===== config.mk =====
export PLATFORM = sky130hd
export DESIGN_NAME = spc_top
export DESIGN_NICKNAME = d
export VERILOG_FILES = /design/src/rtl/spc_pkg.sv /design/src/rtl/spc_limit_if.sv /design/src/rtl/spc_limiter.sv /design/src/rtl/spc_top.sv
export SDC_FILE = /design/constraint.sdc
export NUM_CORES = 1
export LEC_CHECK = 0
export BUFFER_PORTS_ARGS = -buffer_cell sky130_fd_sc_hd__buf_2
export CAP_MARGIN = 20
export CORE_MARGIN = 5
export CORE_UTILIZATION = 25
export CTS_CLUSTER_DIAMETER = 100
export DETAILED_ROUTE_END_ITERATION = 10
export SYNTH_ARGS = -nofsm -noshare
export SYNTH_HDL_FRONTEND = slang
export SYNTH_SLANG_ARGS = --single-unit

===== constraint.sdc =====
create_clock -name SYS_CLK_IN -period 39.6 [get_ports SYS_CLK_IN]
set_clock_uncertainty 0.05 [all_clocks]
set_input_delay 1.98 -clock SYS_CLK_IN [delete_from_list [all_inputs] [get_ports SYS_CLK_IN]]
set_output_delay 1.98 -clock SYS_CLK_IN [all_outputs]
set_load 0.01 [all_outputs]

===== src/rtl/spc_pkg.sv =====
// Package for the setpoint and overvoltage control block.
// Assumes one 250 MHz clock and a synchronous active-high reset.
package spc_pkg;
	// ----------------------------------------------------------------
	// Register byte offsets on the Avalon-MM slave.
	// ----------------------------------------------------------------
	localparam logic [5:0] SPC_OFF_CTRL = 6'h00; // Control fields.
	localparam logic [5:0] SPC_OFF_VREQ = 6'h04; // Requested setpoint, mV.
	localparam logic [5:0] SPC_OFF_SETPOINT_STRAP_PIN = 6'h08; // Applied setpoint, mV, read only.
	localparam logic [5:0] SPC_OFF_OVP = 6'h0C; // Overvoltage threshold, mV.
	localparam logic [5:0] SPC_OFF_STATUS = 6'h10; // Fault state, read only.
	localparam logic [5:0] SPC_OFF_COEF_LO = 6'h14; // Coefficient bits 31:0.
	localparam logic [5:0] SPC_OFF_COEF_MID = 6'h18; // Coefficient bits 63:32.
	localparam logic [5:0] SPC_OFF_COEF_HI = 6'h1C; // Coefficient bits 71:64.
	localparam logic [5:0] SPC_OFF_CMD = 6'h20; // Command strobes, write only.
	localparam logic [5:0] SPC_OFF_VOUT = 6'h24; // Measured output, mV.
	localparam logic [5:0] SPC_OFF_WORK_LO = 6'h28; // Working bits 31:0, read only.
	// ----------------------------------------------------------------
	// Control register field positions.
	// ----------------------------------------------------------------
	localparam int SPC_CTRL_TUNE = 0; // Adaptive loop tuning on.
	localparam int SPC_CTRL_OUT_EN = 1; // Output enable request.
	localparam int SPC_CTRL_EXT_SYNC = 2; // External sync clock.
	localparam int SPC_CTRL_RESP = 3; // 0 crowbar, 1 shutdown with retries.
	localparam int SPC_CTRL_RETRY_LSB = 4; // Retry count.
	localparam logic [31:0] SPC_CTRL_RESET = 32'h0000_0001; // Tuning on, crowbar.
	// Command bits.
	localparam int SPC_CMD_STORE = 0; // Save working set to user memory.
	// ----------------------------------------------------------------
	// Coefficient sets.
	// ----------------------------------------------------------------
	localparam int SPC_COEF_W = 72;
	localparam logic [71:0] SPC_COEF_SAFE = 72'h0; // Safe start set, plain default.
	localparam logic [71:0] SPC_COEF_USER_RESET = 72'h0; // User memory on reset.
	// ----------------------------------------------------------------
	// Setpoints and strap.
	// ----------------------------------------------------------------
	localparam int SPC_MV_W = 16;
	localparam int SPC_STRAP_LEVELS = 28;
	localparam logic [15:0] SPC_MV_TIED = 16'd600; // Strap tied to reference.
	localparam logic [15:0] SPC_MV_OPEN = 16'd1200; // Strap floating.
	localparam logic [15:0] SPC_MV_HIGH = 16'd2500; // Strap driven high.
	localparam logic [15:0] SPC_MV_DEFAULT = 16'd600; // Until the strap is sampled.
	localparam int SPC_MAX_PCT = 110; // Limit over strap nominal.
	localparam int SPC_OVP_PCT = 115; // Default threshold over the applied setpoint.
	localparam int SPC_STRAP_SETTLE_CYC = 16; // Strap filter length.
	// Strap modes on the two-bit mode input.
	localparam logic [1:0] SPC_STRAP_RES = 2'h0;
	localparam logic [1:0] SPC_STRAP_TIED = 2'h1;
	localparam logic [1:0] SPC_STRAP_OPEN = 2'h2;
	localparam logic [1:0] SPC_STRAP_HIGH = 2'h3;
	// Fault sequencer states.
	typedef enum logic [3:0] {
		SPC_OFF = 4'b0001,
		SPC_RUN = 4'b0010,
		SPC_FAULT = 4'b0100,
		SPC_LATCHED = 4'b1000
	} spc_state_t;
endpackage


===== src/rtl/spc_limit_if.sv =====
// Interface between the main block and its setpoint limiter.
// Assumes both ends share the block clock.
interface spc_limit_if;
	import spc_pkg::*;
	logic [15:0] request; // Requested setpoint.
	logic [15:0] nominal; // Strap-derived nominal.
	logic [15:0] bin_cap; // Cap from enable-time bin.
	logic enabled; // Output enabled.
	logic [15:0] applied; // Clamped setpoint.
	modport main(output request, output nominal, output bin_cap, output enabled, input applied);
	modport lim(input request, input nominal, input bin_cap, input enabled, output applied);
endinterface


===== src/rtl/spc_limiter.sv =====
// Setpoint limiter: clamps a request to the strap maximum and, while enabled, the bin cap.
// Assumes inputs are stable registers of the same clock.
module spc_limiter
	import spc_pkg::*;
(
	spc_limit_if.lim lim
);
	// Strap maximum is 110 percent of nominal, computed wide then cut.
	wire [31:0] max_wide = (32'(lim.nominal) * 32'(SPC_MAX_PCT)) / 32'd100;
	wire [15:0] strap_max = max_wide[15:0];
	// Enabled: tighter of strap maximum and bin cap; else strap maximum.
	wire [15:0] limit = (lim.enabled && lim.bin_cap < strap_max) ? lim.bin_cap : strap_max;
	// Over-limit requests are clamped, not refused.
	assign lim.applied = (lim.request > limit) ? limit : lim.request;
endmodule


===== src/rtl/spc_top.sv =====
// Setpoint and overvoltage control block.
// Assumes an Avalon-MM master and an analog strap encoder.
//
// Summary of operation
// - Tuning off loads user coefficients into working.
// - Power-up loads the safe set, since tuning resets on.
// - Strap sampled only at start-up.
// - Strap resistor gives one of 28 setpoints.
// - Tied 0.60, open 1.2, high 2.5 volts.
// - Host setpoint replaces strap setpoint.
// - Never exceed 110 percent of strap nominal.
// - Enabled output capped by enable-time bin.
// - Disabled output uses strap maximum only.
// - Fault above threshold, default 115 percent.
// - Shutdown response retries a chosen number of times.
// - Crowbar holds low side on until restart.
// - Crowbar response after reset.
// - Restart automatically once fault clears, unless shutdown retries are spent.
// - External sync forces immediate shutdown response.
// - Host writes threshold and response; applied.
// - Power-up with tuning on loads safe set.
// - Tuning switched on loads safe set.
module spc_top
	import spc_pkg::*;
#(
	parameter int RETRY_W = 4
) (
	// Clock and reset.
	input wire logic SYS_CLK_IN,
	input wire logic SYS_RST_IN,
	// Avalon-MM slave.
	input wire logic [5:0] AVS_ADDRESS_IN,
	input wire logic AVS_READ_IN,
	input wire logic AVS_WRITE_IN,
	input wire logic [31:0] AVS_WRITEDATA_IN,
	input wire logic [3:0] AVS_BYTEENABLE_IN,
	output logic [31:0] AVS_READDATA_OUT,
	output logic AVS_WAITREQUEST_OUT,
	// Strap encoder from the analog side.
	input wire logic [1:0] STRAP_MODE_IN,
	input wire logic [4:0] STRAP_INDEX_IN,
	// Overvoltage comparator level from the analog side.
	input wire logic [15:0] VOUT_MV_IN,
	// Power stage and loop.
	output logic HIGH_SIDE_EN_OUT,
	output logic LOW_SIDE_ON_OUT,
	output logic [15:0] SETPOINT_MV_OUT,
	output logic [15:0] OVP_MV_OUT,
	output logic [71:0] WORK_COEF_OUT,
	output logic FAULT_OUT
);
	// ----------------------------------------------------------------
	// Resistor strap table.
	// ----------------------------------------------------------------
	// Millivolts per resistor position, lowest first.
	function automatic logic [15:0] strap_mv(input logic [4:0] idx);
		logic [15:0] v;
		v = 16'd3300; // Indices past the table saturate at the top level.
		case (idx)
			5'd0: v = 16'd600; 5'd1: v = 16'd650; 5'd2: v = 16'd700; 5'd3: v = 16'd750;
			5'd4: v = 16'd800; 5'd5: v = 16'd850; 5'd6: v = 16'd900; 5'd7: v = 16'd950;
			5'd8: v = 16'd1000; 5'd9: v = 16'd1050; 5'd10: v = 16'd1100; 5'd11: v = 16'd1150;
			5'd12: v = 16'd1200; 5'd13: v = 16'd1250; 5'd14: v = 16'd1300; 5'd15: v = 16'd1400;
			5'd16: v = 16'd1500; 5'd17: v = 16'd1600; 5'd18: v = 16'd1700; 5'd19: v = 16'd1800;
			5'd20: v = 16'd1900; 5'd21: v = 16'd2000; 5'd22: v = 16'd2100; 5'd23: v = 16'd2200;
			5'd24: v = 16'd2300; 5'd25: v = 16'd2500; 5'd26: v = 16'd3000; 5'd27: v = 16'd3300;
			default: v = 16'd3300;
		endcase
		return v;
	endfunction

	// Enable-time bin maps to the allowed setpoint cap.
	function automatic logic [15:0] bin_cap_mv(input logic [15:0] mv);
		logic [15:0] c;
		if (mv <= 16'd988) begin
			c = 16'd1200;
		end else if (mv <= 16'd1383) begin
			c = 16'd1700;
		end else if (mv <= 16'd1975) begin
			c = 16'd2500;
		end else if (mv <= 16'd2398) begin
			c = 16'd2970;
		end else if (mv <= 16'd2963) begin
			c = 16'd3680;
		end else begin
			c = 16'd4650;
		end
		return c;
	endfunction

	// ----------------------------------------------------------------
	// Strap synchronisers and start-up sampling.
	// ----------------------------------------------------------------
	// Three-stage synchronisers; stages two and three must agree.
	logic [6:0] strap_s1, strap_s2, strap_s3;
	logic [15:0] vout_s1, vout_s2, vout_s3;
	logic [15:0] vout_mv; // Accepted output voltage.
	wire strap_stable = (strap_s2 == strap_s3);
	always_ff @(posedge SYS_CLK_IN) begin
		strap_s1 <= {STRAP_MODE_IN, STRAP_INDEX_IN};
		strap_s2 <= strap_s1;
		strap_s3 <= strap_s2;
		vout_s1 <= VOUT_MV_IN;
		vout_s2 <= vout_s1;
		vout_s3 <= vout_s2;
	end

	// Output voltage updates only when two stages agree, so a skewed bus is not taken.
	always_ff @(posedge SYS_CLK_IN) begin
		if (SYS_RST_IN) begin
			vout_mv <= 16'h0000;
		end else if (vout_s2 == vout_s3) begin
			vout_mv <= vout_s3;
		end
	end

	// Strap decode from the synchronised mode and index.
	wire [1:0] strap_mode = strap_s3[6:5];
	wire [15:0] strap_decoded =
		(strap_mode == SPC_STRAP_TIED) ? SPC_MV_TIED :
		(strap_mode == SPC_STRAP_OPEN) ? SPC_MV_OPEN :
		(strap_mode == SPC_STRAP_HIGH) ? SPC_MV_HIGH : strap_mv(strap_s3[4:0]);

	// Captures a quiet strap once, then never looks again.
	logic [4:0] settle_cnt;
	logic strap_done;
	logic [15:0] nominal_mv;
	always_ff @(posedge SYS_CLK_IN) begin
		if (SYS_RST_IN) begin
			settle_cnt <= 5'h00;
			strap_done <= 1'b0;
			nominal_mv <= SPC_MV_DEFAULT;
		end else if (!strap_done) begin
			if (!strap_stable) begin
				settle_cnt <= 5'h00;
			end else if (settle_cnt == 5'(SPC_STRAP_SETTLE_CYC - 1)) begin
				strap_done <= 1'b1;
				nominal_mv <= strap_decoded;
			end else begin
				settle_cnt <= settle_cnt + 5'h01;
			end
		end
	end

	// ----------------------------------------------------------------
	// Avalon-MM slave with one wait state.
	// ----------------------------------------------------------------
	// Waitrequest drops for one cycle to answer.
	logic ack;
	wire req = (AVS_READ_IN || AVS_WRITE_IN) && !ack;
	wire wr_fire = AVS_WRITE_IN && ack;
	wire [31:0] be_mask = {{8{AVS_BYTEENABLE_IN[3]}}, {8{AVS_BYTEENABLE_IN[2]}},
		{8{AVS_BYTEENABLE_IN[1]}}, {8{AVS_BYTEENABLE_IN[0]}}};
	function automatic logic [31:0] merge(input logic [31:0] old, input logic [31:0] nw, input logic [31:0] m);
		return (old & ~m) | (nw & m);
	endfunction

	// Control register fields.
	logic [31:0] ctrl;
	logic [15:0] vreq_mv;
	logic [15:0] ovp_mv;
	logic ovp_user; // Host has written the threshold.
	logic vreq_user; // Host has written a setpoint.
	logic [71:0] coef_reg; // Staging word written by the host.
	logic [71:0] user_coef; // User nonvolatile copy.
	logic [71:0] work_coef; // Working coefficients.
	logic boot_loaded; // Power-up load done.
	logic tune_q; // Tuning state last cycle.

	wire sel_ctrl = AVS_ADDRESS_IN == SPC_OFF_CTRL;
	wire sel_vreq = AVS_ADDRESS_IN == SPC_OFF_VREQ;
	wire sel_ovp = AVS_ADDRESS_IN == SPC_OFF_OVP;
	wire sel_clo = AVS_ADDRESS_IN == SPC_OFF_COEF_LO;
	wire sel_cmid = AVS_ADDRESS_IN == SPC_OFF_COEF_MID;
	wire sel_chi = AVS_ADDRESS_IN == SPC_OFF_COEF_HI;
	wire sel_cmd = AVS_ADDRESS_IN == SPC_OFF_CMD;
	wire store_cmd = wr_fire && sel_cmd && AVS_BYTEENABLE_IN[0] && AVS_WRITEDATA_IN[SPC_CMD_STORE];
	wire tune_en = ctrl[SPC_CTRL_TUNE];
	wire out_en_req = ctrl[SPC_CTRL_OUT_EN];
	// External sync overrides the host's response choice.
	wire resp_shutdown = ctrl[SPC_CTRL_RESP] || ctrl[SPC_CTRL_EXT_SYNC];
	wire [RETRY_W-1:0] retry_limit = ctrl[SPC_CTRL_RETRY_LSB +: RETRY_W];

	// Waitrequest generator.
	always_ff @(posedge SYS_CLK_IN) begin
		if (SYS_RST_IN) begin
			ack <= 1'b0;
		end else begin
			ack <= req;
		end
	end

	// Register writes; they act at once.
	always_ff @(posedge SYS_CLK_IN) begin
		if (SYS_RST_IN) begin
			ctrl <= SPC_CTRL_RESET;
			vreq_mv <= 16'h0000;
			ovp_mv <= 16'h0000;
			ovp_user <= 1'b0;
			vreq_user <= 1'b0;
			coef_reg <= SPC_COEF_USER_RESET;
		end else if (wr_fire) begin
			if (sel_ctrl) begin
				ctrl <= merge(ctrl, AVS_WRITEDATA_IN, be_mask) & 32'h0000_00FF;
			end
			if (sel_vreq) begin
				vreq_mv <= 16'(merge({16'h0000, vreq_mv}, AVS_WRITEDATA_IN, be_mask));
				vreq_user <= 1'b1;
			end
			if (sel_ovp) begin
				ovp_mv <= 16'(merge({16'h0000, ovp_mv}, AVS_WRITEDATA_IN, be_mask));
				ovp_user <= 1'b1;
			end
			if (sel_clo) begin
				coef_reg[31:0] <= merge(coef_reg[31:0], AVS_WRITEDATA_IN, be_mask);
			end
			if (sel_cmid) begin
				coef_reg[63:32] <= merge(coef_reg[63:32], AVS_WRITEDATA_IN, be_mask);
			end
			if (sel_chi) begin
				coef_reg[71:64] <= 8'(merge({24'h000000, coef_reg[71:64]}, AVS_WRITEDATA_IN, be_mask));
			end
		end
	end

	// ----------------------------------------------------------------
	// Coefficient memories.
	// ----------------------------------------------------------------
	// Staging writes reach working memory a cycle later, once the merged word stands.
	// Store copies working to user memory; a same-cycle tuning change saves the old set.
	wire coef_wr = wr_fire && (sel_clo || sel_cmid || sel_chi);
	logic coef_wr_q; // A staging write landed last cycle.
	always_ff @(posedge SYS_CLK_IN) begin
		if (SYS_RST_IN) begin
			user_coef <= SPC_COEF_USER_RESET;
			work_coef <= SPC_COEF_SAFE;
			boot_loaded <= 1'b0;
			tune_q <= 1'b1;
			coef_wr_q <= 1'b0;
		end else begin
			tune_q <= tune_en;
			coef_wr_q <= coef_wr;
			if (store_cmd) begin
				user_coef <= work_coef;
			end
			if (!boot_loaded) begin
				boot_loaded <= 1'b1;
				work_coef <= tune_en ? SPC_COEF_SAFE : user_coef;
			end else if (tune_q && !tune_en) begin
				work_coef <= user_coef;
			end else if (!tune_q && tune_en) begin
				work_coef <= SPC_COEF_SAFE;
			end else if (coef_wr_q) begin
				work_coef <= coef_reg;
			end
		end
	end

	// ----------------------------------------------------------------
	// Setpoint and threshold.
	// ----------------------------------------------------------------
	spc_limit_if lim_if();
	logic out_on; // Output currently enabled.
	logic [15:0] bin_cap;
	assign lim_if.request = vreq_user ? vreq_mv : nominal_mv;
	assign lim_if.nominal = nominal_mv;
	assign lim_if.bin_cap = bin_cap;
	assign lim_if.enabled = out_on;
	spc_limiter u_lim (
		.lim(lim_if.lim)
	);

	// Default threshold tracks the applied setpoint.
	wire [31:0] ovp_wide = (32'(lim_if.applied) * 32'(SPC_OVP_PCT)) / 32'd100;
	wire [15:0] ovp_limit = ovp_user ? ovp_mv : ovp_wide[15:0];
	wire ov_now = strap_done && (vout_mv > ovp_limit);

	// ----------------------------------------------------------------
	// Overvoltage fault sequencer.
	// ----------------------------------------------------------------
	spc_state_t state, next_state;
	logic [RETRY_W-1:0] retries;
	wire retry_left = retries < retry_limit;
	always_comb begin
		next_state = state;
		unique case (state)
			SPC_OFF: if (strap_done && out_en_req && boot_loaded) next_state = SPC_RUN;
			SPC_RUN: begin
				if (!out_en_req) begin
					next_state = SPC_OFF;
				end else if (ov_now) begin
					next_state = SPC_FAULT;
				end
			end
			SPC_FAULT: begin
				if (!out_en_req) begin
					next_state = SPC_OFF;
				end else if (!ov_now) begin
					// Crowbar restarts without limit; shutdown spends retries.
					next_state = (!resp_shutdown || retry_left) ? SPC_RUN : SPC_LATCHED;
				end
			end
			SPC_LATCHED: if (!out_en_req) next_state = SPC_OFF;
			default: next_state = SPC_OFF;
		endcase
	end

	// State, retries and the enable-time bin, frozen while on.
	always_ff @(posedge SYS_CLK_IN) begin
		if (SYS_RST_IN) begin
			state <= SPC_OFF;
			retries <= '0;
			bin_cap <= 16'hFFFF;
			out_on <= 1'b0;
		end else begin
			state <= next_state;
			out_on <= (next_state == SPC_RUN);
			if (state == SPC_OFF && next_state == SPC_RUN) begin
				bin_cap <= bin_cap_mv(lim_if.applied);
				retries <= '0;
			end else if (state == SPC_FAULT && next_state == SPC_RUN && resp_shutdown) begin
				retries <= retries + 1'b1;
			end
		end
	end

	// ----------------------------------------------------------------
	// Registered outputs.
	// ----------------------------------------------------------------
	// Crowbar holds the low side on through the fault; shutdown leaves both off.
	always_ff @(posedge SYS_CLK_IN) begin
		if (SYS_RST_IN) begin
			HIGH_SIDE_EN_OUT <= 1'b0;
			LOW_SIDE_ON_OUT <= 1'b0;
			SETPOINT_MV_OUT <= 16'h0000;
			OVP_MV_OUT <= 16'h0000;
			WORK_COEF_OUT <= SPC_COEF_SAFE;
			FAULT_OUT <= 1'b0;
		end else begin
			HIGH_SIDE_EN_OUT <= (next_state == SPC_RUN);
			LOW_SIDE_ON_OUT <= (next_state == SPC_FAULT) && !resp_shutdown;
			SETPOINT_MV_OUT <= lim_if.applied;
			OVP_MV_OUT <= ovp_limit;
			WORK_COEF_OUT <= work_coef;
			FAULT_OUT <= (next_state == SPC_FAULT) || (next_state == SPC_LATCHED);
		end
	end

	// Read mux; unmapped addresses read zero.
	wire [31:0] rd_mux =
		sel_ctrl ? ctrl :
		sel_vreq ? {16'h0000, vreq_mv} :
		(AVS_ADDRESS_IN == SPC_OFF_SETPOINT_STRAP_PIN) ? {16'h0000, lim_if.applied} :
		sel_ovp ? {16'h0000, ovp_limit} :
		(AVS_ADDRESS_IN == SPC_OFF_STATUS) ? {24'h000000, strap_done, out_on, 2'b00, state} :
		sel_clo ? coef_reg[31:0] :
		sel_cmid ? coef_reg[63:32] :
		sel_chi ? {24'h000000, coef_reg[71:64]} :
		(AVS_ADDRESS_IN == SPC_OFF_VOUT) ? {16'h0000, vout_mv} :
		(AVS_ADDRESS_IN == SPC_OFF_WORK_LO) ? work_coef[31:0] : 32'h0000_0000;

	// Read data is taken on the request cycle and held.
	always_ff @(posedge SYS_CLK_IN) begin
		if (SYS_RST_IN) begin
			AVS_READDATA_OUT <= 32'h0000_0000;
			AVS_WAITREQUEST_OUT <= 1'b1;
		end else begin
			if (req && AVS_READ_IN) begin
				AVS_READDATA_OUT <= rd_mux;
			end
			AVS_WAITREQUEST_OUT <= !req;
		end
	end
endmodule


==> summary.txt <==
Clock network
  – Setup Buffers After CTS: 0
  – Reg clk slew, reported paths: approximately 0.070 ns
  – CTS Hold Bufs: 0
  – Root buffer cell: clkbuf_16
  – Number of CTS-inserted buffers: 56
  – Clock Latency Late Sink: 0.63 ns
  – Clock Path Buffers: 3
  – Clk sink count: 535
  – Post_cts resized: 0
  – CTS tree: built
  – Htree depth: 2

Floorplanning
  – Ports: between 200 and 250
  – Die width: between 300 and 400 um
  – Starting density of the core: 0.252
  – # rows: 135
  – Die Y: 379 um
  – Die area: 0.144 mm2
  – Core Area: 0.135 mm2

Outcome
  – Status: finished clean

Route
  – Drt initial violations: 3580
  – Routed wire length: about 120 mm
  – Detailed Routing Iterations Pass 1: 9
  – Via count: 32.1k
  – ANT nets after route: 0
  – Vias per cell: 5.30
  – DR DRC count: 0
  – WL/cell: approximately 19 um

STA
  – Final hold vios: 0
  – Worst-Margin Slew: 1.19 ns
  – Unrepaired setup endpoints after global routing: no
  – Min Tclk post-route: about 36 ns
  – Final setup fails: 0
  – Fin crit share: 0.916
  – Worst Slack Setup Final: 3.32 ns
  – TNS Setup: 0 ns
  – Relative slew margins: 0.196
  – Max Transition Viols Final: 0
  – Fmax: 27.6 MHz

Setup path
  – CP max stage cell: a21oi_1
  – Crit-path leading delay family: compound AO/OA/AOI/OAI gates
  – Reg2Reg Depth: 130
  – Crit. path cell count: 130
  – R2R Setup Slk: approximately 3.3 ns
  – Required time of the worst setup path: 40.02 ns
  – Worst EP arrival: 36.70 ns
  – Startpoint types: flop
  – WP buf/inv: 11
  – Worst setup path class: flop to flop
  – Crit end category: flop
  – Crit path largest cell delay: ~0.73 ns
  – Crit-path max FO: 29

Power and ir drop
  – Combinational group share of total power: 0.218
  – Switching pwr: 441 uW
  – Maximum VDD drop: 0.0380 mV
  – Sw frac: 0.307
  – Fraction of power consumed by sequential logic: 0.386
  – Share of total power in the clock network: 0.397
  – Pleak: between 0.015 and 0.02 uW
  – PD cells: 36.9 mW/mm2
  – Power Internal: 995 uW

Logic synthesis
  – Syn avg cell area: 8.22 um2
  – Post-synth top cells: dfxtp_1 (535), nand2_1 (501), nor2_1 (404)
  – Yosys warning count: 0
  – Post-synth top flop: dfxtp_1
  – Synth Cell Area: 0.0341 mm2
  – Asr flop ratio synth: 0
  – EDFF count, synth: 0
  – Count leader, synth: dfxtp_1
  – Register area share after synthesis: 0.314
  – Synth Register Bits: between 500 and 600
  – Share of the synthesized area in the top cell type: 0.314
  – Yosys cell types: 132
  – Post-Synthesis Cells: 4147
  – Top cells by area, synth: dfxtp_1 (31%), ha_1 (6.6%), nand2_1 (5.5%), a21oi_1 (4.9%), nor2_1 (4.4%)
  – Leading area contributor after synthesis: dfxtp_1

Place
  – Dpl ws: 3.76 ns
  – GPL Wtd Cong: ~0.93
  – PortBufs: about 210
  – Post-DP HPWL: approximately 85 mm
  – Cell Area, Placed: about 0.037 mm2

GRT
  – Antenna violations before repair: 19
  – Vias in the first global route: 30.0k
  – Grt total ovfl: 0
  – Overall routing resource usage: 0.152
  – Largest net degree at the start of global routing: 92
  – First-pass GRT wire length: 178 mm

Run
  – Max Cap Viol: 0

Cells and area
  – Area Growth Syn to Fin: 14.1%
  – Layout cells sized above 1: 0.114
  – Nets@finish: 4540
  – Final design area excluding fillers: 0.0389 mm2
  – Core Util, Final: 0.287

Hold path
  – Hold depth: 0
  – Hold crit path type: flop to flop
cells by family (layout without fill, tap and decap cells):
family	count (synthesis)	in the layout	synth area share
mux	166	166	0.0517
flops	535	535	0.314
simple gates	1462	1462	0.201
xor+xnor	109	109	0.0284
other cells	1	7	0.000110
fa+ha+maj	248	248	0.104
compound gates	1229	1229	0.255
buf+inv	397	525	0.0453
layout by cell type (no fill, tap or decap), types with 65 or more instances in the layout:
cell type,synthesis,routed
nand2_1,501,501
nand3_1,76,75
mux2i_1,139,139
xnor2_1,65,65
dfxtp_1,535,535
nand2b_1,100,100
ha_1,181,179
nor2_1,404,400
a21oi_1,333,333
nor2b_1,95,95
o21ai_0,224,224
buf_2,23,207
inv_1,162,162
nor3_1,70,69
a222oi_1,91,91
through the flow:
step	instances	total power (uW)	hold slack [ns]
2_1_floorplan	4148	782	0.260
3_3_place_gp	5949	872	0.263
3_5_place_dp	5949	866	0.263
4_1_cts	6054	1430	0.278
5_1_grt	6058	1490	0.283
6_report	6062	1440	0.276
cell type report:
class                      count  area [um2]
fill                       14392       96600
multi-input combinational   3216       21900
sequential                   535       10700
tap                         1781        2230
clock buffer                  78        1630
timing repair buffer         251        1390
inverter                     169         634
clock inverter                27         383
antenna                        5        12.5
power by group through the flow:
stage                     Combinational [uW]  Clock [uW]  Sequential, uW
after floorplan                          218           0             564
after global placement                   306           0             566
after detailed placement                 300           0             566
after CTS                                302         578             554
after global routing                     332         602             555
final                                    312         569             554
per-layer routing:
metal / vias to the layer above / routed length [um] / share of wire / GRT usage
li1: 15231 / - / - / -
met1: 15543 / 53900 / 0.47 / 0.219
met2: 1208 / 51200 / 0.44 / 0.241
met3: 156 / 7870 / 0.068 / 0.0223
met4: 4 / 2380 / 0.021 / 0.0338
met5: - / 26 / 0.00023 / 0
worst paths after layout:
check | startpoint | end
max | lim_if.nominal[10] | retries[3]
min | vout_s1[11] | vout_s2[11]
max reg2reg | lim_if.nominal[10] | retries[3]
min reg2reg | vout_s1[11] | vout_s2[11]
Power figures use the tool's default switching activity.
